`config.mk`:
```
export PLATFORM = sky130hd
export DESIGN_NAME = gtlp_port
export DESIGN_NICKNAME = d
export VERILOG_FILES = /design/src/rtl/gtlp_pkg.sv /design/src/rtl/gtlp_shift_if.sv /design/src/rtl/gtlp_addr_shifter.sv /design/src/rtl/gtlp_port.sv
export VERILOG_INCLUDE_DIRS = /design/src /design/src/rtl
export SDC_FILE = /design/constraint.sdc
export NUM_CORES = 1
export LEC_CHECK = 0
export ABC_AREA = 1
export BUFFER_PORTS_ARGS = -buffer_cell sky130_fd_sc_hd__buf_2
export CAP_MARGIN = 20
export CELL_PAD_IN_SITES_DETAIL_PLACEMENT = 0
export CELL_PAD_IN_SITES_GLOBAL_PLACEMENT = 1
export CORE_MARGIN = 4
export CORE_UTILIZATION = 46
export CTS_CLUSTER_SIZE = 24
export DETAILED_ROUTE_END_ITERATION = 7
export PLACE_DENSITY = 0.76
export SETUP_SLACK_MARGIN = 0.2
export SKIP_CTS_REPAIR_TIMING = 1
export SYNTH_ARGS = -nofsm -noshare
export SYNTH_HDL_FRONTEND = slang
export SYNTH_SLANG_ARGS = --single-unit
export TNS_END_PERCENT = 10
```
`constraint.sdc`:
```
create_clock -name mclk_in -period 5.3 [get_ports mclk_in]
set_input_delay 1.06 -clock mclk_in [delete_from_list [all_inputs] [get_ports mclk_in]]
set_output_delay 1.06 -clock mclk_in [all_outputs]
set_load 0.02 [all_outputs]
```
`src/rtl/gtlp_params.svh`:
```
`ifndef GTLP_PARAMS_SVH
`define GTLP_PARAMS_SVH

// ****************************************************************
// Clocking
// ****************************************************************
`define GTLP_CLK_HZ       40000000
`define GTLP_BIC_CLK_HZ   1250000
// System clock cycles per half period of the controller clock
`define GTLP_HALF_CNT     (`GTLP_CLK_HZ / `GTLP_BIC_CLK_HZ / 2)

// ****************************************************************
// Control latch bit positions and reset value
// ****************************************************************
`define GTLP_CTL_RFNM     0
`define GTLP_CTL_LMODE    1
`define GTLP_CTL_RSV      2
`define GTLP_CTL_LEN      3
`define GTLP_CTL_NBA      4
`define GTLP_CTL_RST      8'h19

// ****************************************************************
// Interrupt status byte bit positions
// ****************************************************************
`define GTLP_ST_RBV       0
`define GTLP_ST_DCLR      1
`define GTLP_ST_SPOLL     2
`define GTLP_ST_TALK      3
`define GTLP_ST_EOI       4
`define GTLP_ST_HS        5
`define GTLP_ST_LCL       6

// ****************************************************************
// Address shift pattern
// ****************************************************************
`define GTLP_SER_BITS     4'h8
`define GTLP_TALK_ONLY    1'h0

`endif

```
`src/rtl/gtlp_pkg.sv`:
```
`default_nettype none

package gtlp_pkg;

  // ****************************************************************
  // Pin sample vector, synchronised as one group
  // ****************************************************************
  typedef struct packed {
    logic       strb_ctl_n;
    logic       strb_tx_n;
    logic       strb_st_n;
    logic       strb_rx_n;
    logic [7:0] cpu_d;
    logic       rbv;
    logic       dclr;
    logic       lcl;
    logic       spoll;
    logic       talk;
    logic       eoi;
    logic       dav;
    logic       lonly;
    logic [4:0] addr;
    logic [7:0] dio;
  } gtlp_pins_t;

  // State of the core module, except the reset synchroniser
  typedef struct packed {
    gtlp_pins_t s1;
    gtlp_pins_t s2;
    gtlp_pins_t p;
    logic [7:0] ctrl;
    logic [7:0] tx;
    logic [7:0] rx;
    logic [7:0] rd;
    logic       irq;
    logic       dclr;
    logic       eoi;
    logic       hs;
    logic [4:0] div;
    logic       sclk;
    logic       need;
  } gtlp_core_t;

  typedef enum logic [1:0] {
    GTLP_SH_IDLE,
    GTLP_SH_SHIFT,
    GTLP_SH_DONE
  } gtlp_sh_state_t;

  // Whole state of the address shifter
  typedef struct packed {
    gtlp_sh_state_t st;
    logic [7:0]     sr;
    logic [3:0]     cnt;
    logic           data;
    logic           strobe;
  } gtlp_sh_t;

endpackage

`default_nettype wire

```
`src/rtl/gtlp_shift_if.sv`:
```
`default_nettype none

// Link between the core and the address shifter
interface gtlp_shift_if;
  logic       tick;
  logic       sclk;
  logic       start;
  logic [7:0] pattern;
  logic       ser_data;
  logic       ser_strobe;
  logic       busy;

  modport core    (output tick, sclk, start, pattern,
                   input  ser_data, ser_strobe, busy);
  modport shifter (input  tick, sclk, start, pattern,
                   output ser_data, ser_strobe, busy);
endinterface

`default_nettype wire

```
`src/rtl/gtlp_addr_shifter.sv`:
```
`include "gtlp_params.svh"
`default_nettype none

module gtlp_addr_shifter
  import gtlp_pkg::*;
(
  input  wire logic      clk_in,
  input  wire logic      rst_n_in,
  gtlp_shift_if.shifter  sh
);

  gtlp_sh_t q_r;
  gtlp_sh_t q_nxt;

  // ****************************************************************
  // Serialiser: bit 0 first, data changes before each rising edge
  // ****************************************************************
  always_comb begin
    q_nxt        = q_r;
    q_nxt.strobe = 1'b0;
    case (q_r.st)
      GTLP_SH_IDLE: begin
        if (sh.start) begin
          q_nxt.sr  = sh.pattern;
          q_nxt.cnt = 4'h0;
          q_nxt.st  = GTLP_SH_SHIFT;
        end
      end
      GTLP_SH_SHIFT: begin
        if (sh.tick && sh.sclk) begin
          if (q_r.cnt == `GTLP_SER_BITS) begin
            q_nxt.strobe = 1'b1;
            q_nxt.st     = GTLP_SH_DONE;
          end else begin
            q_nxt.data = q_r.sr[0];
            q_nxt.sr   = {1'b0, q_r.sr[7:1]};
            q_nxt.cnt  = q_r.cnt + 4'h1;
          end
        end
      end
      GTLP_SH_DONE: begin
        q_nxt.st = GTLP_SH_IDLE;
      end
      default: begin
        q_nxt.st = GTLP_SH_IDLE;
      end
    endcase
  end

  // State register
  always_ff @(posedge clk_in or negedge rst_n_in) begin
    if (!rst_n_in) begin
      q_r <= '{st: GTLP_SH_IDLE, sr: 8'h00, cnt: 4'h0, data: 1'b0, strobe: 1'b0};
    end else begin
      q_r <= q_nxt;
    end
  end

  assign sh.ser_data   = q_r.data;
  assign sh.ser_strobe = q_r.strobe;
  assign sh.busy       = (q_r.st != GTLP_SH_IDLE);
endmodule

`default_nettype wire

```
`src/rtl/gtlp_port.sv`:
```
`include "gtlp_params.svh"
`default_nettype none

// Overview of operation
// five switches form address, switch one LSB
// operator avoids address codes all zeros, ones
// address shifted serially into bus controller
// no talk-only; listen-only switch passed on
// control bit ready for next message
// listen mode bit selects exclusive talk/listen
// control bit requests service
// listen enable high suppresses received-byte interrupt
// active-low new byte available control bit
// four sources raise the interrupt request
// status read rising edge clears interrupt
// status bit shows received byte valid
// status bit shows device clear received
// status bit follows serial poll enable/disable
// status bit shows talker active state
// status bit set after EOI seen
// handshake bit set on DAV, cleared by new-byte; code sets it only while talker active
// controller and shifters run from 1.25 MHz
// host reset resets controller and board
// output latch captures on strobe, drives bus
// input latch captures on valid, read drives
// falling ready bit starts receive handshake
// service request bit drives bus SRQ
// status bits read as one byte, rest zero

module gtlp_port
  import gtlp_pkg::*;
(
  input  wire logic       mclk_in,
  input  wire logic       rst_n_in,
  input  wire logic       ctl_write_strobe_n_in,
  input  wire logic       output_latch_write_strobe_n_in,
  input  wire logic       status_read_strobe_n_in,
  input  wire logic       input_latch_read_strobe_n_in,
  input  wire logic [7:0] cpu_data_in,
  output logic      [7:0] cpu_data_out,
  output logic            cpu_data_oe_out,
  output logic            irq_out,
  input  wire logic       address_switch_lsb_in,
  input  wire logic [2:0] address_switch_mid_in,
  input  wire logic       address_switch_msb_in,
  input  wire logic       listen_only_switch_in,
  input  wire logic       received_byte_valid_in,
  input  wire logic       device_clear_in,
  input  wire logic       local_in,
  input  wire logic       serial_poll_in,
  input  wire logic       talker_active_in,
  input  wire logic       eoi_in,
  input  wire logic       dav_in,
  input  wire logic [7:0] bus_data_in,
  output logic      [7:0] bus_data_out,
  output logic            ready_next_n_out,
  output logic            listen_mode_out,
  output logic            service_request_out,
  output logic            new_byte_avail_n_out,
  output logic            bic_clk_out,
  output logic            bic_reset_n_out,
  output logic            addr_ser_data_out,
  output logic            addr_ser_load_out
);

  gtlp_core_t   q_r;
  gtlp_core_t   q_nxt;
  gtlp_pins_t   pins;
  gtlp_pins_t   s;
  gtlp_pins_t   p;
  logic [1:0]   rst_sync_r;
  logic         rst_n;
  logic [7:0]   status;
  logic         rbv_rise;
  logic         src_event;
  logic         st_rise;
  logic         ctl_rise;
  logic         tx_rise;
  logic         hs_set;
  logic         sh_idle;
  gtlp_shift_if sh ();

  // Idle strobes read high, so no false strobe edge follows reset
  localparam gtlp_pins_t pins_idle = '{strb_ctl_n: 1'b1, strb_tx_n: 1'b1, strb_st_n: 1'b1,
                                       strb_rx_n: 1'b1, default: '0};

  // ****************************************************************
  // Reset release
  // ****************************************************************
  // Host reset released through two flip-flops
  always_ff @(posedge mclk_in or negedge rst_n_in) begin
    if (!rst_n_in) begin
      rst_sync_r <= 2'h0;
    end else begin
      rst_sync_r <= {rst_sync_r[0], 1'b1};
    end
  end
  assign rst_n           = rst_sync_r[1];
  assign bic_reset_n_out = rst_n;

  // ****************************************************************
  // Pin sampling and edge terms
  // ****************************************************************
  // Group every asynchronous input for the two-stage synchroniser
  always_comb begin
    pins            = '0;
    pins.strb_ctl_n = ctl_write_strobe_n_in;
    pins.strb_tx_n  = output_latch_write_strobe_n_in;
    pins.strb_st_n  = status_read_strobe_n_in;
    pins.strb_rx_n  = input_latch_read_strobe_n_in;
    pins.cpu_d      = cpu_data_in;
    pins.rbv        = received_byte_valid_in;
    pins.dclr       = device_clear_in;
    pins.lcl        = local_in;
    pins.spoll      = serial_poll_in;
    pins.talk       = talker_active_in;
    pins.eoi        = eoi_in;
    pins.dav        = dav_in;
    pins.lonly      = listen_only_switch_in;
    pins.addr       = {address_switch_msb_in, address_switch_mid_in,
                       address_switch_lsb_in};
    pins.dio        = bus_data_in;
  end

  assign s        = q_r.s2;
  assign p        = q_r.p;
  assign rbv_rise = s.rbv & ~p.rbv;
  assign st_rise  = s.strb_st_n & ~p.strb_st_n;
  assign ctl_rise = s.strb_ctl_n & ~p.strb_ctl_n;
  assign tx_rise  = s.strb_tx_n & ~p.strb_tx_n;
  assign hs_set   = s.dav & ~p.dav & s.talk;

  // Any enabled source going active drives the flip-flop input high
  assign src_event = (rbv_rise & ~q_r.ctrl[`GTLP_CTL_LEN])
                   | (s.dclr & ~p.dclr)
                   | (s.lcl & ~p.lcl)
                   | (s.talk & ~p.talk);

  // ****************************************************************
  // Interrupt status byte
  // ****************************************************************
  always_comb begin
    status                 = 8'h00;
    status[`GTLP_ST_RBV]   = s.rbv;
    status[`GTLP_ST_DCLR]  = q_r.dclr;
    status[`GTLP_ST_SPOLL] = s.spoll;
    status[`GTLP_ST_TALK]  = s.talk;
    status[`GTLP_ST_EOI]   = q_r.eoi;
    status[`GTLP_ST_HS]    = q_r.hs;
    status[`GTLP_ST_LCL]   = s.lcl;
  end

  // ****************************************************************
  // Core next state
  // ****************************************************************
  always_comb begin
    q_nxt    = q_r;
    q_nxt.s1 = pins;
    q_nxt.s2 = q_r.s1;
    q_nxt.p  = q_r.s2;

    // Latches written on the rising edge of their strobes
    if (ctl_rise) begin
      q_nxt.ctrl = s.cpu_d;
    end
    if (tx_rise) begin
      q_nxt.tx = s.cpu_d;
    end
    if (rbv_rise) begin
      q_nxt.rx = s.dio;
    end

    // Read data register follows whichever read strobe is low
    if (!s.strb_rx_n) begin
      q_nxt.rd = q_r.rx;
    end else if (!s.strb_st_n) begin
      q_nxt.rd = status;
    end

    // Sticky flags: the clear comes first so a new event wins
    if (st_rise) begin
      q_nxt.irq  = 1'b0;
      q_nxt.dclr = 1'b0;
      q_nxt.eoi  = 1'b0;
    end
    if (src_event) begin
      q_nxt.irq = 1'b1;
    end
    if (s.dclr & ~p.dclr) begin
      q_nxt.dclr = 1'b1;
    end
    if (s.eoi & ~p.eoi) begin
      q_nxt.eoi = 1'b1;
    end
    if (q_r.ctrl[`GTLP_CTL_NBA] & ~q_nxt.ctrl[`GTLP_CTL_NBA]) begin
      q_nxt.hs = 1'b0;
    end
    if (hs_set) begin
      q_nxt.hs = 1'b1;
    end

    // Controller clock divider
    if (q_r.div == 5'h00) begin
      q_nxt.div  = 5'(`GTLP_HALF_CNT - 1);
      q_nxt.sclk = ~q_r.sclk;
    end else begin
      q_nxt.div = q_r.div - 5'h01;
    end

    // Reload the address when the switches move
    if (sh.start) begin
      q_nxt.need = 1'b0;
    end
    if ((s.addr != p.addr) || (s.lonly != p.lonly)) begin
      q_nxt.need = 1'b1;
    end
  end

  // State register
  always_ff @(posedge mclk_in or negedge rst_n) begin
    if (!rst_n) begin
      q_r      <= '0;
      q_r.s1   <= pins_idle;
      q_r.s2   <= pins_idle;
      q_r.p    <= pins_idle;
      q_r.ctrl <= `GTLP_CTL_RST;
      q_r.need <= 1'b1;
    end else begin
      q_r <= q_nxt;
    end
  end

  // ****************************************************************
  // Address shifter
  // ****************************************************************
  assign sh_idle    = ~sh.busy;
  assign sh.tick    = (q_r.div == 5'h00);
  assign sh.sclk    = q_r.sclk;
  assign sh.start   = q_r.need & sh_idle;
  assign sh.pattern = {1'b0, `GTLP_TALK_ONLY, s.lonly, s.addr};

  gtlp_addr_shifter u_shifter (
    .clk_in   (mclk_in),
    .rst_n_in (rst_n),
    .sh       (sh.shifter)
  );

  // ****************************************************************
  // Outputs
  // ****************************************************************
  assign cpu_data_out         = q_r.rd;
  assign cpu_data_oe_out      = ~s.strb_rx_n | ~s.strb_st_n;
  assign irq_out              = q_r.irq;
  assign bus_data_out         = q_r.tx;
  assign ready_next_n_out     = q_r.ctrl[`GTLP_CTL_RFNM];
  assign listen_mode_out      = q_r.ctrl[`GTLP_CTL_LMODE];
  assign service_request_out  = q_r.ctrl[`GTLP_CTL_RSV];
  assign new_byte_avail_n_out = q_r.ctrl[`GTLP_CTL_NBA];
  assign bic_clk_out          = q_r.sclk;
  assign addr_ser_data_out    = sh.ser_data;
  assign addr_ser_load_out    = sh.ser_strobe;
endmodule

`default_nettype wire

```
Word-level counts from Yosys, hierarchy flattened. Index checks and enable logic that the tools add are counted.

Flip-flop bits (word level): 139. Input port bits: 35. Output and inout bits: 26. Logic and storage cells: 137.

Add/subtract/negate cells: 2. Equality and inequality tests: 9. Multiplexer cells: 20. Bitwise gates (word level): 33. Reduce and logical (&&, ||, !) cells: 14.

Operators by type and width (number): $pmux W12 S2 (1); $mux W16 (1); $mux W8 (2); $not A1 Y1 (16); $mux W14 (1); $reduce_bool A2 Y1 (7); $and A1 B1 Y1 (13); $mux W13 (1); $mux W5 (2); $mux W1 (9); $ne A2 B2 Y1 const B (3); $reduce_and A3 Y1 (2); $logic_not A5 Y1 (1); $ne A5 B5 Y1 (1); $sub A5 B1 Y5 const B (1); $add A4 B1 Y4 const B (1); $eq A4 B4 Y1 const B (1); $ne A2 B1 Y1 const B (2); $or A1 B1 Y1 (4); $pmux W2 S2 (1); $reduce_and A4 Y1 (1); $mux W3 (1); $eq A2 B1 Y1 const B (1); $logic_not A2 Y1 (1); other kinds (4) (4).

Depth between registers and ports, before layout. Gate-level depths: netlist of run 1.

Depth after elaboration: 7. Gate-level depth with buffers: 8.

Hierarchy. From an unflattened synthesis of run 1, not the netlist that was laid out.

Cell total of the unflattened synthesis: 438. Area total of the unflattened synthesis: 4903.5 um^2.

Modules (own cells, without submodules): gtlp_port (times used 1, cells each 322, area an instance 4031.4 um^2, sequential area each 3096.7 um^2); gtlp_addr_shifter (times used 1, cells each 116, area an instance 872.1 um^2, sequential area each 400.4 um^2).

Worst setup path after synthesis of run 1. Ideal clock, no wire load.

Path kind: register to output. From: register rst_sync_r[1]. To: output port bic_reset_n_out. Arrival: 3.329 ns. Required time: 4.240 ns. Slack: 0.911 ns. Cell stages (with the launch flop): 1. Cell sequence: dfrtp_1.

RTL lines: start: declaration (line gtlp_port.sv:71) `logic [1:0] rst_sync_r;`; start signal: assignment (line gtlp_port.sv:95) `rst_sync_r <= {rst_sync_r[0], 1'b1};`; end: declaration (line gtlp_port.sv:61) `output logic bic_reset_n_out,`.

No word-level cell between the ends.

Worst setup path in the final report of run 1.
From: register q_r (netlist bit q_nxt[73]). To: output port cpu_data_oe_out.

Cells in the longest elaborated chain, start to end: 2.

Ends and longest elaborated chain: start: declaration (line gtlp_port.sv:66) `gtlp_core_t q_r;`; start signal: assignment (line gtlp_port.sv:229) `q_r <= q_nxt;`; $not A1 Y1 (line gtlp_port.sv:252) `assign cpu_data_oe_out = ~s.strb_rx_n | ~s.strb_st_n;`; $or A1 B1 Y1 (line gtlp_port.sv:252); end: declaration (line gtlp_port.sv:41) `output logic cpu_data_oe_out,`.

Every way passes these cells.

==> impl_metrics.tcl, run 1 <==
set metrics [dict create \
    cp_max_fo 4 \
    final_common_cell "dfrtp_1" \
    relSlewSlack_pct 39.60 \
    arrival_ps 1290 \
    power_w 0.002352 \
    timing.final.max_slew_violations 0 \
    p_leak_nw 2.740 \
    fin_setup_tns_ps 0 \
    port_buffers 60 \
    syn_area_per_cell_um2 13.19 \
    routed_wl_um 7060 \
    hold_class "input pin to async pin" \
    fin_crit_ps 2349 \
    tightest_slew_ps 906.0 \
    clk_latency_ps 510 \
    grt_first_pass_wirelength_um 12260 \
    grt_usage_pct 13.83 \
    antenna_found_initial 0 \
    nNetsFinal 456 \
    ys_warn_count 0 \
    root_buffer "clkbuf_8" \
    fin_crit_sh_pct 44.32 \
    ys_seq_area_share_pct 74.34 \
    final_util_pct 56.78 \
    ys_ff_latch 138 \
    clock_sinks 138 \
    grt_max_degree 78 \
    syn_inst 354 \
    powerDensity_mw_per_mm2 421.8 \
    outcome "completed" \
    boundaryPins 61 \
    mostFrequentLayoutCells "dfrtp_1 (122), nand2_1 (61), buf_2 (60)" \
    clkSlewWorstSetupHoldPaths_ps 60 \
    startpoint_type "flop" \
    wl_per_cell_um 12.52 \
    num_vias 2546 \
    core_area_mm2 0.009819 \
    grt_pass1_vias 2615 \
    drive_gt1_share_pct 30.16 \
    die_h_um 108.8 \
    setup_violations 0 \
    drc 0 \
    synth.distinct_cells 29 \
    max_freq_mhz 425.8 \
    area_delta_synth_final_pct 19.37 \
    cts_htree_levels 4 \
    grt.overflow.total 0 \
    cp_data_required_time_ps 4240 \
    final-hold-violation-count 0 \
    clock_skew_ps 9.815 \
    die_x_um 108.8 \
    syn_area_mm2 0.004671 \
    hpwl_um 4753 \
    clk_path_buf_depth 2 \
    cts_tree "built" \
    cap_violations 0 \
    num_antenna_cells 0 \
    drtAntennaViolNets 0 \
    critical_path_class "flop to primary output" \
    numCtsBuffers 17 \
    drt_pass1_iterations 4 \
    drtIter0Drc 124 \
    row_count 36 \
    vdd_ir_drop_max_v 0.0002153 \
    syn_nets 392 \
    initial_core_util_pct 47.57 \
    endpoint_kind "primary output" \
    rsz0062_at_grt "no" \
    final-instance-count-excl-fill 564 \
    fillers 850 \
    place_inst 532 \
    via_per_inst 4.514 \
    gp_congestion 0.7143 \
    die-area_mm2 0.01183 \
]
stage by stage:
step           cell area [um^2]  hold slack (ps)  setup WS [ps]
4_1_cts                    5575            313.4           2913
3_5_place_dp               5032            334.7           3376
3_3_place_gp               5032            332.9           3403
5_1_grt                    5575            308.8           2885
2_1_floorplan              4671            331.2          910.8
6_report                   5575            338.5           2951
report_power, final:
| part | switching [W] | leakage (nW) | internal [W] | total (W) |
|---|---|---|---|---|
| combinational | 0.0000863 | 0.857 | 0.0000503 | 0.000137 |
| sequential | 0.0000304 | 1.62 | 0.00113 | 0.00116 |
| clock | 0.000431 | 0.263 | 0.000625 | 0.00106 |
final cells by class:
cell class	instances	area, um^2	share of cell area [%]
Timing Repair Buffer	62	315.3	5.655
Tap cell	133	166.4	2.985
Clock buffer	19	421.7	7.563
Clock inverter	13	121.4	2.177
Multi-Input combinational cell	163	939.7	16.85
Inverter	36	135.1	2.424
Sequential cell	138	3476	62.34
final timing paths:
check | startpoint | endpoint | slack (ps) | cells after the start
worst min-delay path | rst_n_in | rst_sync_r[1] | 340 | 1
max in group asynchronous | rst_sync_r[1] | u_shifter.q_r[12] | 3490 | 2
worst min register to register | q_nxt[101] | q_nxt[68] | 340 | 0
worst max-delay path | q_nxt[73] | cpu_data_oe_out | 2950 | 2
min in group mclk_in | q_nxt[101] | q_nxt[68] | 340 | 0
worst max register to register | rst_sync_r[1] | u_shifter.q_r[12] | 3490 | 2
critical path: stages, from the launching register on:
cell and delay [ps]:
dfstp_2 550, nand2_1 70, buf_2 160
cells in the mapped netlist:
cell         n  area share (%)
nand3_1     22             2.4
xnor2_1      2            0.38
nand3_2      2            0.43
or2_2        1            0.13
nor2_8       1            0.43
dfstp_2     15             8.4
nand4_4      1            0.46
nor3_1       3            0.32
ha_1         3            0.80
a21oi_1      2            0.21
mux2_2      10             2.4
o2111ai_1    1            0.19
o21ai_0     19             2.0
o21ai_1      1            0.11
o211ai_1     1            0.16
nor2_1      14             1.1
dfrtp_1    123              66
conb_1       1           0.080
inv_1       36             2.9
nor2_4       3            0.72
nand2_4      2            0.48
nand2_2      1            0.13
xor2_1       8             1.5
o22ai_1      1            0.13
clkbuf_1     1           0.080
buf_4       16             2.6
o21ai_4      1            0.35
nand2_1     61             4.9
nand4_1      2            0.27
routing by layer:
metal / vias up / share of wire, % / global-route usage (%)
met2: 56 / 49 / 21.49
met5: - / 0 / 0
met3: 10 / 5.5 / 5.743
li1: 1241 / - / -
met1: 1239 / 44 / 17.33
met4: 0 / 1.4 / 5.410
sequential cells by signal, indices dropped and copies added, names as in the netlist:
| register | count |
|---|---|
| bic_clk_out | 1 |
| bus_data_out | 8 |
| cpu_data_out | 8 |
| irq_out | 1 |
| listen_mode_out | 1 |
| new_byte_avail_n_out | 1 |
| p | 15 |
| q_nxt | 66 |
| q_r | 18 |
| ready_next_n_out | 1 |
| rst_sync_r | 2 |
| service_request_out | 1 |
| u_shifter.q_r | 13 |
| u_shifter.sh.ser_data | 1 |
| u_shifter.sh.ser_strobe | 1 |
cell families after synthesis:
logic type	share of synthesized area, %
other	0.08029
muxes	2.411
adders and majority gates	0.8037
DFF	74.34
buffers and inverters	5.545
AOI/OAI and AO/OA	3.188
and+or+nand+nor	11.76
xor gates and xnor gates	1.875
No activity file was read; power rests on OpenSTA's default activity.
==> inputs of run 2 (changes only) <==
- ABC_AREA: 1 -> 0
- CORE_UTILIZATION: 46 -> 42
- PLACE_DENSITY: 0.76 -> 0.72
- clock period: 5.3 -> 2 ns (I/O delays scaled with it)
==> impl_metrics.tcl, run 2 <==
set metrics [dict create \
    place_inst 471 \
    async_flop_share_pct 100.0 \
    ff_latch_area_mm2 0.003483 \
    hpwl_um 4484 \
    fillers 844 \
    via_per_inst 4.549 \
    mostFrequentLayoutCells "dfrtp_1 (122), buf_2 (60), dlygate4sd3_1 (33)" \
    num_vias 2470 \
    numCtsBuffers 17 \
    clk_path_buf_depth 2 \
    fin_crit_ps 1812 \
    clkSlewWorstSetupHoldPaths_ps 50 \
    internal_power_w 0.005195 \
    grt_use_met3_pct 4.492 \
    power_switching_w 0.001387 \
    p_clk_share_pct 46.3 \
    cts_htree_levels 4 \
    hold_class "input pin to flop" \
    grt_max_degree 137 \
    initial_core_util_pct 43.80 \
    critical_path_class "flop to primary output" \
    startpoint_type "flop" \
    ys_warn_count 0 \
    slowest_stage "dfstp_4" \
    nNetsFinal 433 \
    cp_max_fo 11 \
    cap_violations 0 \
    timing.final.max_slew_violations 0 \
    syn_area_per_cell_um2 15.71 \
    seqPwrFrac_pct 47.0 \
    drt_pass1_iterations 4 \
    gp_congestion 0.6910 \
    relSlewSlack_pct 53.19 \
    syn_area_mm2 0.004603 \
    endpoint_kind "primary output" \
    clock_skew_ps 11.02 \
    row_count 37 \
    p_leak_nw 2.768 \
    final_common_cell "dfrtp_1" \
    root_buffer "clkbuf_8" \
    ys_seq_area_share_pct 75.43 \
    powerDensity_mw_per_mm2 1103 \
    synth_commonest_cells "dfrtp_1 (123), mux2_2 (21), buf_4 (16), dfstp_2 (15), nand2_1 (12)" \
    holdWs_ps 32.49 \
    die_x_um 112.7 \
    boundaryPins 61 \
    grt-busiest-layer "met2" \
    routed_wl_um 7466 \
    yosys.area.top_type "dfrtp_1" \
    drtAntennaViolNets 0 \
    syn_nets 331 \
    grt.met2_usage_pct 18.40 \
    synth.most_common_cell "dfrtp_1" \
    sw_frac_of_total_pct 21.07 \
    port_buffers 60 \
    grt_pass1_vias 2547 \
    largest_register_ffs 66 \
    core_area_mm2 0.01051 \
    use_met1_pct 16.34 \
    rsz0062_at_grt "yes" \
    cp_cell_sequence "nand2_1 > buf_2" \
    drc 0 \
    grt_usage_pct 12.46 \
    syn_inst 293 \
    clock_sinks 138 \
    final-hold-violation-count 0 \
    multi_input_area_um2 945.9 \
    drtIter0Drc 80 \
    vdd_ir_drop_max_v 0.0004991 \
    die_h_um 112.7 \
    synth.distinct_cells 37 \
    setup_ws_ps 188.0 \
    arrival_ps 1410 \
    grt.overflow.total 0 \
    synthFlopType "dfrtp_1" \
    ys_ff_latch 138 \
    num_antenna_cells 0 \
    setup_violations 0 \
    tightest_slew_ps 702.1 \
    max_freq_mhz 551.9 \
    antenna_found_initial 0 \
    synth_edf_count 0 \
    final-instance-count-excl-fill 543 \
    area_delta_synth_final_pct 29.60 \
    outcome "completed" \
    post-place-ws_ps 153.0 \
    die-area_mm2 0.01270 \
    cp_data_required_time_ps 1600 \
    fin_setup_tns_ps 0 \
    wl_per_cell_um 13.75 \
    cts_tree "built" \
    max_stage_delay_ps 690 \
    synth_top_cells_by_area "dfrtp_1 (67%), dfstp_2 (8.6%), mux2_2 (5.1%)" \
    combPwrFrac_pct 6.7 \
    power_w 0.006581 \
    grt_first_pass_wirelength_um 12300 \
    synth_top_area_share_pct 66.87 \
    fin_crit_sh_pct 90.60 \
    clk_latency_ps 510 \
    drive_gt1_share_pct 35.14 \
]
-- run 2: cell count changes after synthesis, moves of 4 or more --
cell / previous run / this run
nand2b_1: 0 / 6
o21ai_0: 19 / 5
a21oi_1: 2 / 7
a221o_1: 0 / 7
nand2_1: 61 / 12
clkbuf_1: 1 / 5
mux2_2: 10 / 21
nand3_1: 22 / 3
and2_1: 0 / 7
nor2_1: 14 / 9
mux2i_1: 0 / 9
inv_1: 36 / 9
-- run 2: kinds of logic (layout without fill, tap and decap cells) --
family	Yosys count	count (layout)	synth area share (%)
flops	138	138	75.43
simple gates	54	54	6.605
buf+inv	33	147	4.213
mux	31	31	7.339
compound gates	23	23	3.615
xor+xnor	10	10	1.903
fa+ha+maj	3	3	0.8155
other cells	1	1	0.08147
-- run 2: worst paths after layout --
kind | start | to | slack [ps] | cells after the start
min reg2reg | q_nxt[92] | q_nxt[59] | 340 | 0
min | talker_active_in | q_nxt[92] | 30 | 1
min in group asynchronous | rst_n_in | rst_sync_r[1] | 200 | 2
max in group asynchronous | rst_sync_r[1] | q_nxt[99] | 1030 | 1
max | q_nxt[72] | cpu_data_oe_out | 190 | 2
max reg2reg | q_r[2] | u_shifter.q_r[7] | 270 | 5
-- run 2: per-layer routing --
layer  wire length (um)  up-vias
li1                   -     1173
met1               3413     1248
met2               3658       45
met3                333        4
met4                 59        0
met5                  0        -
-- run 2: power groups by stage --
stage | sequential, W | combinational (W) | clock [W]
after global placement | 0.00314 | 0.000383 | 0
after global routing | 0.00312 | 0.000495 | 0.00326
after floorplan | 0.00316 | 0.000268 | 0
final | 0.00309 | 0.000444 | 0.00305
after CTS | 0.00310 | 0.000391 | 0.00313
after detailed placement | 0.00314 | 0.000390 | 0
-- run 2: cell type report --
class,instances,share of cell area [%]
Clock buffer,23,7.823
Inverter,9,0.5663
Multi-Input combinational cell,122,15.86
Sequential cell,138,58.39
Clock inverter,8,1.971
Tap cell,136,2.852
Timing Repair Buffer,107,12.54
-- run 2: per-stage QoR --
step	utilization [%]	cell area, um^2
floorplan	-	4607
global placement	47.34	4975
detailed placement	47.34	4975
CTS	52.90	5559
global route	56.77	5966
finish	56.77	5966
-- run 2: critical path: cells and delay by family, from the launching register on --
kind / cells / cell delay [ps]
flops: 1 / 690
buf+inv: 1 / 150
simple gates: 1 / 60
